--- config.mk ---
export PLATFORM = sky130hd
export DESIGN_NAME = hvm_meas_ctrl
export DESIGN_NICKNAME = d
export VERILOG_FILES = /design/src/hdl/hvm_pkg.sv /design/src/hdl/hvm_wake_stat.sv /design/src/hdl/hvm_meas_ctrl.sv
export VERILOG_INCLUDE_DIRS = /design/src /design/src/hdl
export SDC_FILE = /design/constraint.sdc
export NUM_CORES = 1
export LEC_CHECK = 0
export CAP_MARGIN = 20
export CORE_ASPECT_RATIO = 0.9
export CORE_UTILIZATION = 43
export DETAILED_ROUTE_END_ITERATION = 6
export DONT_BUFFER_PORTS = 1
export PLACE_DENSITY = 0.57
export SETUP_SLACK_MARGIN = 0.05
export SYNTH_ARGS = -nofsm -noshare
export SYNTH_HDL_FRONTEND = slang
export SYNTH_SLANG_ARGS = --single-unit
--- constraint.sdc ---
create_clock -name clk -period 1.56 [get_ports clk]
set_input_delay 0.234 -clock clk [delete_from_list [all_inputs] [get_ports clk]]
set_output_delay 0.234 -clock clk [all_outputs]
set_load 0.03 [all_outputs]
--- src/hdl/hvm_defs.svh ---
// register offsets, field positions, codes and reset values of the measurement control
`ifndef HVM_DEFS_SVH
`define HVM_DEFS_SVH

`define HVM_OFS_MODE 8'h00
`define HVM_OFS_MEAS 8'h01
`define HVM_OFS_MP_CFG 8'h02
`define HVM_OFS_PULL 8'h03
`define HVM_OFS_WAKE_CTRL 8'h04
`define HVM_OFS_STAT_FIRST 8'h05
`define HVM_OFS_STAT_SECOND 8'h06
`define HVM_OFS_LVL 8'h07
`define HVM_OFS_STATUS 8'h08

`define HVM_BIT_MEAS 0
`define HVM_BIT_SENSE_WK 0
`define HVM_BIT_FO_TEST 1
`define HVM_BIT_CMD_FAIL 0
`define HVM_BIT_STAT 0

`define HVM_CMD_NORMAL 2'h0
`define HVM_CMD_STOP 2'h1
`define HVM_CMD_SLEEP 2'h2

`define HVM_MP_OFF 3'h0
`define HVM_MP_FAIL_OUT 3'h1
`define HVM_MP_WAKE 3'h2
`define HVM_MP_LOW_SIDE 3'h3
`define HVM_MP_HIGH_SIDE 3'h4

`define HVM_RST_MP_CFG 3'h0
`define HVM_RST_PULL 4'h0
`define HVM_RST_MEAS 1'h0

`endif

--- src/hdl/hvm_pkg.sv ---
// types shared by the measurement control files
package hvm_pkg;

  typedef enum logic [2:0] {
    MODE_NORMAL,
    MODE_STOP,
    MODE_SLEEP,
    MODE_RESTART,
    MODE_FAIL_SAFE
  } hvm_mode_t;

endpackage

--- src/hdl/hvm_wake_stat.sv ---
// wake and level status of both high-voltage pins, gated during measurement
`timescale 1ns/1ps
`include "hvm_defs.svh"

module hvm_wake_stat (
  input wire logic clk,
  input wire logic nrst,
  input wire logic gate,
  input wire logic sense_in,
  input wire logic mp_in,
  input wire logic sense_sense_wake_enable,
  input wire logic mp_sense_wake_enable,
  input wire logic clr_first,
  input wire logic clr_second,
  output logic stat_first,
  output logic stat_second,
  output logic [1:0] lvl,
  output logic wake_evt
);

  // pin edges count only while the pin signals are not gated
  wire set_first = !gate && sense_sense_wake_enable && (sense_in != lvl[0]);
  wire set_second = !gate && mp_sense_wake_enable && (mp_in != lvl[1]);
  wire [1:0] next_lvl = gate ? lvl : {mp_in, sense_in};

  always_ff @(posedge clk or negedge nrst) begin
    if (!nrst) begin
      stat_first <= 1'b0;
      stat_second <= 1'b0;
      lvl <= 2'h0;
      wake_evt <= 1'b0;
    end else begin
      // set wins over a clear in the same cycle
      stat_first <= set_first || (stat_first && !clr_first);
      stat_second <= set_second || (stat_second && !clr_second);
      lvl <= next_lvl;
      wake_evt <= set_first || set_second;
    end
  end
endmodule // hvm_wake_stat

--- src/hdl/hvm_meas_ctrl.sv ---
// high-voltage measurement switch control with mode, pin gating and command checks
`timescale 1ns/1ps
`include "hvm_defs.svh"
// What this block does
// after reset measurement is off, the switch is open and both pins keep their normal roles.
// with measurement disabled both pins work normally and the switch stays open.
// writing one to the enable bit closes the switch, but only in Normal Mode.
// outside Normal Mode the switch opens while the enable bit is kept for the return.
// while measuring, all pull currents of both pins are off whatever their setting.
// while measuring, the pins update neither wake status register nor level status.
// while measuring, pull, wake control and wake enable writes are stored but idle.
// a Sleep command while measuring with only pin wake sources flags failure, goes Restart.
// while measuring the multipurpose pin offers no fail output, test, GPIO or wake.
// while measuring, any change of the multipurpose configuration flags failure.
// enabling is refused with a failure flag unless the multipurpose pin is Off.
// entering Fail-Safe while measuring keeps the enable and holds the switch open.
// entering Fail-Safe without measuring makes the sense pin a wake source.
// the switch equals the enable bit AND Normal Mode, changing on the mode edge.

module hvm_meas_ctrl
  import hvm_pkg::*;
#(
  parameter int ADDR_W = 8,
  parameter int DATA_W = 8
) (
  input wire logic clk,
  input wire logic nrst,
  input wire logic [ADDR_W-1:0] addr,
  input wire logic [DATA_W-1:0] wdata,
  input wire logic wr,
  input wire logic rd,
  output logic [DATA_W-1:0] rdata,
  input wire logic sense_in,
  input wire logic mp_in,
  input wire logic other_wake_src,
  input wire logic fail_safe_evt,
  input wire logic restart_done,
  output logic meas_switch,
  output logic sense_pull_up,
  output logic sense_pull_dn,
  output logic mp_pull_up,
  output logic mp_pull_dn,
  output logic mp_out,
  output logic mp_oe,
  output logic restart_req,
  output logic cmd_fail
);

  if (ADDR_W < 4 || ADDR_W > 16 || DATA_W < 8) begin : g_bad_width
    $error("hvm_meas_ctrl: ADDR_W must be 4..16 and DATA_W at least 8");
  end

  hvm_mode_t mode;
  hvm_mode_t next_mode;
  logic meas_en;
  logic [2:0] mp_cfg;
  logic [3:0] pull_cfg;
  logic sense_sense_wake_enable;
  logic fo_test;
  logic stat_first;
  logic stat_second;
  logic [1:0] lvl;
  logic wake_evt;

  // address decode
  wire hit_mode = addr == ADDR_W'(`HVM_OFS_MODE);
  wire hit_meas = addr == ADDR_W'(`HVM_OFS_MEAS);
  wire hit_mp = addr == ADDR_W'(`HVM_OFS_MP_CFG);
  wire hit_pull = addr == ADDR_W'(`HVM_OFS_PULL);
  wire hit_wkc = addr == ADDR_W'(`HVM_OFS_WAKE_CTRL);
  wire hit_st1 = addr == ADDR_W'(`HVM_OFS_STAT_FIRST);
  wire hit_st2 = addr == ADDR_W'(`HVM_OFS_STAT_SECOND);
  wire hit_lvl = addr == ADDR_W'(`HVM_OFS_LVL);
  wire hit_stat = addr == ADDR_W'(`HVM_OFS_STATUS);

  wire wr_mode = wr && hit_mode;
  wire wr_meas = wr && hit_meas;
  wire wr_mp = wr && hit_mp;
  wire wr_pull = wr && hit_pull;
  wire wr_wkc = wr && hit_wkc;
  wire wr_stat = wr && hit_stat;
  wire clr_first = wr && hit_st1 && wdata[`HVM_BIT_STAT];
  wire clr_second = wr && hit_st2 && wdata[`HVM_BIT_STAT];

  // mode commands are taken only in Normal and Stop
  wire [1:0] cmd = wdata[1:0];
  wire cmd_ok = mode == MODE_NORMAL || mode == MODE_STOP;
  wire sleep_cmd = wr_mode && cmd_ok && cmd == `HVM_CMD_SLEEP;
  wire sleep_blocked = sleep_cmd && meas_en && !other_wake_src;
  wire wake_exit = wake_evt && (mode == MODE_SLEEP || mode == MODE_FAIL_SAFE);
  wire fs_entry = fail_safe_evt && mode != MODE_FAIL_SAFE;

  // enable requests refused unless the multipurpose pin is Off
  wire meas_req = wr_meas && wdata[`HVM_BIT_MEAS];
  wire meas_refused = meas_req && !meas_en && mp_cfg != `HVM_MP_OFF;
  wire next_meas_en = wr_meas ? (meas_req && !meas_refused) : meas_en;

  // multipurpose configuration is frozen while measuring
  wire [2:0] mp_wr_val = wdata[2:0];
  wire mp_code_bad = mp_wr_val > `HVM_MP_HIGH_SIDE;
  wire mp_blocked = wr_mp && meas_en && mp_wr_val != mp_cfg;
  wire mp_take = wr_mp && !meas_en && !mp_code_bad;
  wire [2:0] next_mp_cfg = mp_take ? mp_wr_val : mp_cfg;

  wire fail_evt = sleep_blocked || meas_refused || mp_blocked || (wr_mp && mp_code_bad);
  wire next_cmd_fail = fail_evt || (cmd_fail && !(wr_stat && wdata[`HVM_BIT_CMD_FAIL]));

  // pull and wake settings are stored even while measuring, used only when not measuring
  wire [3:0] next_pull_cfg = wr_pull ? wdata[3:0] : pull_cfg;
  wire next_fo_test = wr_wkc ? wdata[`HVM_BIT_FO_TEST] : fo_test;
  wire next_sense_sense_wake_enable = (fs_entry && !meas_en) ? 1'b1 :
                          wr_wkc ? wdata[`HVM_BIT_SENSE_WK] : sense_sense_wake_enable;

  always_comb begin
    next_mode = mode;
    if (fail_safe_evt) begin
      next_mode = MODE_FAIL_SAFE;
    end else if (sleep_blocked || wake_exit) begin
      next_mode = MODE_RESTART;
    end else if (restart_done && mode == MODE_RESTART) begin
      next_mode = MODE_NORMAL;
    end else if (wr_mode && cmd_ok) begin
      case (cmd)
        `HVM_CMD_NORMAL: next_mode = MODE_NORMAL;
        `HVM_CMD_STOP: next_mode = MODE_STOP;
        `HVM_CMD_SLEEP: next_mode = MODE_SLEEP;
        default: next_mode = mode;
      endcase
    end
  end

  // switch follows enable and Normal Mode on the same edge as the mode
  wire next_switch = next_meas_en && next_mode == MODE_NORMAL;

  // pull currents forced off while measuring
  wire [3:0] next_pulls = next_meas_en ? 4'h0 : next_pull_cfg;

  // multipurpose pin functions released while measuring
  wire fo_active = next_mp_cfg == `HVM_MP_FAIL_OUT && (next_mode == MODE_FAIL_SAFE || next_fo_test);
  wire gpio_drive = next_mp_cfg == `HVM_MP_LOW_SIDE || next_mp_cfg == `HVM_MP_HIGH_SIDE;
  wire next_mp_oe = !next_meas_en && (fo_active || gpio_drive);
  wire next_mp_out = !next_meas_en && next_mp_cfg == `HVM_MP_HIGH_SIDE;
  wire mp_sense_wake_enable = !meas_en && mp_cfg == `HVM_MP_WAKE;
  wire sense_wk_eff = !meas_en && sense_sense_wake_enable;

  // read data source
  wire [DATA_W-1:0] rd_val =
    hit_mode ? DATA_W'(mode) :
    hit_meas ? DATA_W'(meas_en) :
    hit_mp ? DATA_W'(mp_cfg) :
    hit_pull ? DATA_W'(pull_cfg) :
    hit_wkc ? DATA_W'({fo_test, sense_sense_wake_enable}) :
    hit_st1 ? DATA_W'(stat_first) :
    hit_st2 ? DATA_W'(stat_second) :
    hit_lvl ? DATA_W'(lvl) :
    hit_stat ? DATA_W'(cmd_fail) : '0;

  always_ff @(posedge clk or negedge nrst) begin
    if (!nrst) begin
      mode <= MODE_NORMAL;
      meas_en <= `HVM_RST_MEAS;
      mp_cfg <= `HVM_RST_MP_CFG;
      pull_cfg <= `HVM_RST_PULL;
      sense_sense_wake_enable <= 1'b0;
      fo_test <= 1'b0;
      cmd_fail <= 1'b0;
    end else begin
      mode <= next_mode;
      meas_en <= next_meas_en;
      mp_cfg <= next_mp_cfg;
      pull_cfg <= next_pull_cfg;
      sense_sense_wake_enable <= next_sense_sense_wake_enable;
      fo_test <= next_fo_test;
      cmd_fail <= next_cmd_fail;
    end
  end

  always_ff @(posedge clk or negedge nrst) begin
    if (!nrst) begin
      meas_switch <= 1'b0;
      {sense_pull_up, sense_pull_dn, mp_pull_up, mp_pull_dn} <= 4'h0;
      mp_out <= 1'b0;
      mp_oe <= 1'b0;
      restart_req <= 1'b0;
      rdata <= '0;
    end else begin
      meas_switch <= next_switch;
      {mp_pull_dn, mp_pull_up, sense_pull_dn, sense_pull_up} <= next_pulls;
      mp_out <= next_mp_out;
      mp_oe <= next_mp_oe;
      restart_req <= next_mode == MODE_RESTART && mode != MODE_RESTART;
      rdata <= rd ? rd_val : '0;
    end
  end

  hvm_wake_stat u_stat (
    .clk(clk),
    .nrst(nrst),
    .gate(meas_en),
    .sense_in(sense_in),
    .mp_in(mp_in),
    .sense_sense_wake_enable(sense_wk_eff),
    .mp_sense_wake_enable(mp_sense_wake_enable),
    .clr_first(clr_first),
    .clr_second(clr_second),
    .stat_first(stat_first),
    .stat_second(stat_second),
    .lvl(lvl),
    .wake_evt(wake_evt)
  );
endmodule // hvm_meas_ctrl

==> results of run 1 <==
-- layer usage --
metal	GRT usage, %	vias up
met1	27.8	697
li1	-	698
met2	30.8	81
met4	9.50	0
met3	6.72	13
met5	0	-
-- logic make-up after synthesis --
family / Yosys count / synth area share [%]
simple gates: 83 / 27.7
flops: 31 / 43.0
compound gates: 29 / 12.1
buf+inv: 21 / 5.69
mux: 15 / 8.81
xor+xnor: 5 / 2.43
other cells: 1 / 0.208
-- stage by stage --
| stage | utilization, % | power, mW | worst slack, ns | hold WS, ns | std cells |
|---|---|---|---|---|---|
| 4_1_cts | 54.2 | 1.91 | -0.114 | 0.00421 | 249 |
| 3_5_place_dp | 50.1 | 1.26 | -0.343 | -0.0607 | 237 |
| 3_3_place_gp | 50.1 | 1.25 | -0.339 | -0.0608 | 237 |
| 5_1_grt | 55.7 | 2.01 | -0.0387 | 0.00123 | 253 |
| 2_1_floorplan | - | 1.19 | -0.242 | -0.0616 | 188 |
| 6_report | 55.7 | 1.91 | -0.0164 | 0.0116 | 253 |
-- sequential cells by signal (all words and copies together) (netlist names), 2 cells and up --
signal,count
pull_cfg,4
rdata,4
mode,3
mp_cfg,3
u_stat.lvl,2
-- placed cells by master, fill, tap and decap left out, types with 2 or more instances in the layout --
| master | synthesis | final |
|---|---|---|
| sky130_fd_sc_hd__a21oi_1 | 4 | 4 |
| sky130_fd_sc_hd__a31oi_1 | 2 | 2 |
| sky130_fd_sc_hd__and2_1 | 3 | 3 |
| sky130_fd_sc_hd__buf_4 | 4 | 23 |
| sky130_fd_sc_hd__clkbuf_8 | 0 | 5 |
| sky130_fd_sc_hd__conb_1 | 1 | 4 |
| sky130_fd_sc_hd__dfrtp_1 | 31 | 31 |
| sky130_fd_sc_hd__inv_1 | 6 | 6 |
| sky130_fd_sc_hd__mux2_2 | 7 | 7 |
| sky130_fd_sc_hd__mux2i_1 | 8 | 7 |
| sky130_fd_sc_hd__nand2_1 | 15 | 15 |
| sky130_fd_sc_hd__nand2b_1 | 5 | 4 |
| sky130_fd_sc_hd__nand3_1 | 8 | 7 |
| sky130_fd_sc_hd__nand3b_1 | 2 | 2 |
| sky130_fd_sc_hd__nand4_1 | 4 | 4 |
| sky130_fd_sc_hd__nor2_1 | 11 | 11 |
| sky130_fd_sc_hd__nor2b_1 | 9 | 9 |
| sky130_fd_sc_hd__nor3_1 | 5 | 4 |
| sky130_fd_sc_hd__nor3b_1 | 5 | 4 |
| sky130_fd_sc_hd__nor4b_1 | 2 | 2 |
| sky130_fd_sc_hd__o21ai_0 | 11 | 8 |
| sky130_fd_sc_hd__o21ai_1 | 0 | 3 |
| sky130_fd_sc_hd__o41ai_4 | 1 | 2 |
| sky130_fd_sc_hd__xor2_1 | 5 | 5 |
-- path summary, 6_finish.rpt --
kind	start	to	slack (ns)	cells past startpoint
max	mp_cfg[0]	cmd_fail	-0.02	5
min	fail_safe_evt	restart_req	0.01	1
max reg2reg	mp_cfg[0]	cmd_fail	-0.02	5
min reg2reg	u_stat.stat_first	u_stat.stat_first	0.50	2
max in group asynchronous	nrst	rdata[0]	0.98	2
min in group asynchronous	nrst	u_stat.lvl[0]	0.40	2
-- worst reg2reg max path, cell delays in order (launching register included) --
cell                       delay (ns)
sky130_fd_sc_hd__dfrtp_1         0.41
sky130_fd_sc_hd__buf_6           0.14
sky130_fd_sc_hd__xor2_1          0.12
sky130_fd_sc_hd__or4_1           0.47
sky130_fd_sc_hd__a31oi_1         0.20
sky130_fd_sc_hd__o211ai_1        0.11
-- cell type report --
| type | count | area, sq um |
|---|---|---|
| multi-input cells | 136 | 998 |
| fillers | 363 | 1710 |
| well taps | 46 | 57.6 |
| inverters | 6 | 22.5 |
| clock buffers | 6 | 72.6 |
| flip-flops and latches | 31 | 776 |
| clock inverters | 2 | 12.5 |
| repair buffers | 26 | 214 |
-- report_power, final --
part	internal [mW]	leakage, nW	switching [mW]	total [mW]
Clock	0.311	0.0412	0.301	0.612
Combinational	0.167	0.573	0.186	0.353
Sequential	0.864	0.406	0.0773	0.942
-- timing repair --
item / CTS / global route
hold endpoints to repair: 31 / 0
gates resized for setup: 4 / 8
pin swaps: 5 / 5
hold buffers: 2 / 0
endpoints found under the setup margin: 9 / 12
setup buffers: 2 / 4
==> implementation parameters, run 1 <==
Parameter                              Value

Clock tree
  Clock transition at path regs ... 0.07 ns
  Number of buffers inserted during clock tree synthesis ... 5
  Cell chosen for the clock root ... sky130_fd_sc_hd__clkbuf_8
  Clock sink count ... 31
  Maximum level of the CTS H-tree ... 2
  Clock latency on the worst-skew pair ... 0.28 ns
  CTS max path bufs ... 2
  CTS tree ... yes

Floorplan
  DIE AREA ... 4460 sq um
  Horizontal extent of the die ... 70.3 um
  Number of placed I/O pins ... 42
  Area inside the core boundary ... 3860 sq um
  Total number of placement rows ... 21
  Starting density of the core ... 46.7%
  Vert. Die Dim ... 63.5 um

Critical path
  Worst Path Arrival ... 1.73 ns
  CP Cell Sequence ... buf_6 > xor2_1 > or4_1 > a31oi_1 > o211ai_1
  Cell with the biggest individual delay on the critical path ... sky130_fd_sc_hd__or4_1
  Category of the worst setup path capture point ... flop
  Classification of the worst setup path ... flop to flop
  Critical Path Max Stage Delay ... 0.47 ns
  Top cell family by delay on the critical path ... simple AND/OR/NAND/NOR gates
  Startpoint types ... flop
  Critical Path Fanout Max ... 3
  Buf+Inv Stages, Crit Path ... 1
  Data required, critical path ... 1.72 ns

Global routing
  Number of antenna violations at the first check in global routing ... 0
  Global route total overflow ... 0
  Number of global-route vias before repair ... 1407
  Global-route wire length before repair ... 7130 um
  Pin count of the biggest net entering global routing ... 32
  Combined global-route utilization of all metal layers ... 20.9%

Status
  Violations in the final reports ... setup timing
  Status ... finished, violations left

Layout
  Final layout net count ... 231
  Layout Area Growth over Synthesis ... 19.3%
  Antenna Cells ... 0
  Final std cell area, no fill ... 2150 sq um
  Share of post-route cells with drive strength above 1 ... 28.0%

Synth
  Post-Synthesis Mean Instance Area ... 9.75 sq um
  Gate count of the mapped netlist ... 185
  Flop and latch count out of synthesis ... 31
  Share of async-settable or async-resettable flops after synthesis ... 100%
  Syn. warnings ... 0
  Dominant cell by count in the synthesized netlist ... sky130_fd_sc_hd__dfrtp_1
  Dominant register cell in the synthesized netlist ... sky130_fd_sc_hd__dfrtp_1
  Synthesized cell area ... 1800 sq um
  Number of synthesized flops with an enable pin ... 0
  Number of different library cells in the post-synthesis netlist ... 49
  Cell types with the largest area share after synthesis ... sky130_fd_sc_hd__dfrtp_1, sky130_fd_sc_hd__mux2i_1, sky130_fd_sc_hd__mux2_2
  Synth top area share ... 43.0%
  Leading cell types by count after synthesis ... sky130_fd_sc_hd__dfrtp_1, sky130_fd_sc_hd__nand2_1, sky130_fd_sc_hd__nor2_1, sky130_fd_sc_hd__o21ai_0, sky130_fd_sc_hd__nor2b_1
  Sequential share of the synthesized area ... 43.0%
  Dominant cell type by area after synthesis ... sky130_fd_sc_hd__dfrtp_1

Placement
  Placer Congestion ... 0.856
  Final HPWL from detailed placement ... 3160 um
  Area of placed instances ... 1930 sq um
  Port buffer count ... 0

Route
  Final antenna-violating net count ... 0
  Metal2 WL ... 1920 um
  Total via count in the routed design ... 1489
  Highest Signal Layer ... met4
  Remaining routing DRC violations ... 0
  Count of routing violations after the opening detailed-route iteration ... 130
  Detailed-routed wire length on met3 ... 376 um
  Wire length on met1 ... 1950 um
  Avg WL per Cell ... 17.2 um
  Via count normalized by instance count ... 5.89
  TritonRoute pass-1 iters ... 5
  Wire length after detailed routing ... 4360 um

Pwr
  P per Cell Area ... 885 nW/um^2
  Worst IR drop on VDD ... 451 uV
  Leakage power figure ... 1.02 nW

Worst hold path
  Worst hold-check path type ... input port to flop

Timing
  Post-route clock period utilization ... 101%
  Fmax ... 0.634 GHz
  Max Transition Viols Final ... 0
  Number of endpoints with negative hold slack in the final report ... 0
  Final setup violating endpoints ... 1
  Total negative slack for setup checks ... -0.0164 ns
  Time the final worst path needs with I/O delays and setup ... 1.58 ns
  RSZ-0062 raised after global routing ... true
  Fin Clk Skew ... 0.00503 ns
  Slack of the critical path ... -0.0164 ns

Flow run
  Maximum capacitance violations ... 0
(Power assumes the default switching activity.)
==> inputs of run 2 (changes only) <==
- PLACE_DENSITY: 0.57 -> 0.55
- clock period: 1.56 -> 2 ns (I/O delays scaled with it)
==> run 2 against run 1 <==
Effect of this change:
- the run now ends clean
- largest cell class unchanged
- routed wire length down 9.5%
- highest routed layer unchanged
- critical path depth unchanged
- non-clock buffer count down 16
==> implementation parameters, run 2 (synthesis results as in run 1) <==
Parameter                              Value

Clock tree
  Clock transition at path regs ... 0.06 ns (was 0.07 ns)
  CTS max path bufs ... 2 (unchanged)
  Clock sink count ... 31 (unchanged)
  Cell chosen for the clock root ... sky130_fd_sc_hd__clkbuf_8 (unchanged)
  Clock latency on the worst-skew pair ... 0.29 ns (was 0.28 ns)
  Post-CTS setup buffers ... 0 (was 2)
  Count of hold-fix buffers inserted at cts ... 2 (unchanged)
  CTS tree ... yes (unchanged)
  Maximum level of the CTS H-tree ... 2 (unchanged)
  Resized cells post-CTS ... 0 (was 4)
  Number of buffers inserted during clock tree synthesis ... 5 (unchanged)

Critical path
  WP depth ... 5 (unchanged)
  Worst Reg2Reg Path Length in Cells ... 5 (unchanged)
  CP startpoint ... mp_cfg[2] (was mp_cfg[0])
  Data required, critical path ... 2.19 ns (was 1.72 ns)
  Beginning of the worst register-to-register path ... mp_cfg[2] (was mp_cfg[0])
  Worst r2r dst ... meas_switch (was cmd_fail)
  Critical Path Fanout Max ... 4 (was 3)
  Buf+Inv Stages, Crit Path ... 0 (was 1)
  CP Cell Sequence ... nor3_1 > o31ai_1 > o41ai_2 > nand2b_1 > nor4b_2 (was buf_6 > xor2_1 > or4_1 > a31oi_1 > o211ai_1)
  Startpoint types ... flop (unchanged)
  Cell with the biggest individual delay on the critical path ... sky130_fd_sc_hd__o41ai_2 (was sky130_fd_sc_hd__or4_1)
  Category of the worst setup path capture point ... flop (unchanged)
  Register-to-register path setup slack ... 0.15 ns (was -0.02 ns)
  Classification of the worst setup path ... flop to flop (unchanged)
  Worst Path Arrival ... 2.04 ns (was 1.73 ns)
  End point of the critical path ... meas_switch (was cmd_fail)
  Top cell family by delay on the critical path ... simple AND/OR/NAND/NOR gates (unchanged)
  Critical Path Max Stage Delay ... 0.54 ns (was 0.47 ns)

Floorplan
  Number of placed I/O pins ... 42 (unchanged)
  Total number of placement rows ... 21 (unchanged)
  Vert. Die Dim ... 63.5 um (unchanged)
  DIE AREA ... 4460 sq um (unchanged)
  Horizontal extent of the die ... 70.3 um (unchanged)
  Area inside the core boundary ... 3860 sq um (unchanged)
  Starting density of the core ... 46.7% (unchanged)

Layout
  Antenna Cells ... 0 (unchanged)
  Layout Area Growth over Synthesis ... 10.6% (was 19.3%)
  Most common cell after layout, fill and taps aside ... sky130_fd_sc_hd__dfrtp_1 (unchanged)
  Final cell utilization of the core ... 51.7% (was 55.7%)
  Share of post-route cells with drive strength above 1 ... 18.3% (was 28.0%)
  Final layout net count ... 215 (was 231)
  Top library cells by usage in the layout, fill and taps aside ... sky130_fd_sc_hd__dfrtp_1, sky130_fd_sc_hd__nand2_1, sky130_fd_sc_hd__nor2_1, sky130_fd_sc_hd__o21ai_0, sky130_fd_sc_hd__nor2b_1 (was sky130_fd_sc_hd__dfrtp_1, sky130_fd_sc_hd__buf_4, sky130_fd_sc_hd__nand2_1)
  Top Registers ... pull_cfg: 4 flops, rdata: 4 flops (unchanged)

Global routing
  GRT busiest layer ... met2 (unchanged)
  Global route total overflow ... 0 (unchanged)
  Number of global-route vias before repair ... 1322 (was 1407)
  Met2 GRT Util ... 27.6% (was 30.8%)
  Pin count of the biggest net entering global routing ... 32 (unchanged)
  Combined global-route utilization of all metal layers ... 19.6% (was 20.9%)
  Global routing usage on met3 ... 8.32% (was 6.72%)
  Number of antenna violations at the first check in global routing ... 0 (unchanged)
  Met1 global-route usage ... 26.8% (was 27.8%)
  Global-route wire length before repair ... 6630 um (was 7130 um)

Timing
  Max Transition Viols Final ... 0 (unchanged)
  Total negative slack for setup checks ... 0 ns (was -0.0164 ns)
  Fmax ... 0.542 GHz (was 0.634 GHz)
  Time the final worst path needs with I/O delays and setup ... 1.85 ns (was 1.58 ns)
  Post-route worst hold slack ... 0.0730 ns (was 0.0116 ns)
  Post-route clock period utilization ... 92.3% (was 101%)
  Final setup violating endpoints ... 0 (was 1)
  Worst max-slew margin expressed relative to the limit ... 56.5%
  Fin Clk Skew ... 0.00425 ns (was 0.00503 ns)
  RSZ-0062 raised after global routing ... false (was true)
  Slew at the pin with the worst max-slew slack ... 0.646 ns
  Number of endpoints with negative hold slack in the final report ... 0 (unchanged)
  Slack of the critical path ... 0.154 ns (was -0.0164 ns)

Route
  Via count normalized by instance count ... 5.84 (was 5.89)
  Count of routing violations after the opening detailed-route iteration ... 105 (was 130)
  TritonRoute pass-1 iters ... 4 (was 5)
  Wire length after detailed routing ... 3940 um (was 4360 um)
  Final antenna-violating net count ... 0 (unchanged)
  Avg WL per Cell ... 16.6 um (was 17.2 um)
  Total via count in the routed design ... 1383 (was 1489)
  Remaining routing DRC violations ... 0 (unchanged)

Worst hold path
  Cell depth of the worst min-delay path ... 1 (unchanged)
  Worst hold-check path type ... input port to flop (unchanged)

Pwr
  P per Cell Area ... 786 nW/um^2 (was 885 nW/um^2)
  Worst IR drop on VDD ... 419 uV (was 451 uV)
  Leakage power figure ... 0.935 nW (was 1.02 nW)
  Total power of the final layout ... 1.57 mW (was 1.91 mW)

Flow run
  Maximum capacitance violations ... 0 (unchanged)

Placement
  Port buffer count ... 0 (unchanged)
  Placer Congestion ... 0.795 (was 0.856)
  Dpl ws ... 0.0287 ns (was -0.343 ns)
  Final HPWL from detailed placement ... 2910 um (was 3160 um)

Status
  Status ... finished, final reports clean (was finished, violations left)
[run 2: layout make-up]
type                    count  area, sq um
clock buffers               5         68.8
flip-flops and latches     31          776
inverters                   6         22.5
well taps                  46         57.6
multi-input cells         136          937
fillers                   373         1870
clock inverters             3         43.8
repair buffers             10         90.1
[run 2: metal layers]
layer | routed length (um) | share of wire [%] | vias to the layer above
li1 | - | - | 661
met1 | 1910 | 48 | 663
met2 | 1690 | 43 | 53
met3 | 290 | 7.4 | 6
met4 | 48 | 1.2 | 0
met5 | 0 | 0 | -
[run 2: metrics by stage]
step	std cells	cell area (sq um)
after floorplan	188	1820
after global placement	227	1850
after detailed placement	227	1850
after CTS	237	2000
after global routing	237	2000
final	237	2000
[run 2: worst min-delay path by stage]
stage | slack, ns | startpoint | to
after CTS | 0.06 | fail_safe_evt | restart_req
final | 0.07 | fail_safe_evt | restart_req
after global routing | 0.06 | fail_safe_evt | restart_req
after floorplan | 0.004 | nrst | cmd_fail
after global placement | 0.005 | nrst | u_stat.lvl[0]
after detailed placement | 0.005 | nrst | u_stat.lvl[0]
[run 2: power breakdown]
part           switching, mW  total, mW  internal, mW  leakage [nW]
clock                  0.240      0.610         0.370        0.0581
sequential            0.0693      0.743         0.674         0.406
combinational          0.117      0.215        0.0976         0.472
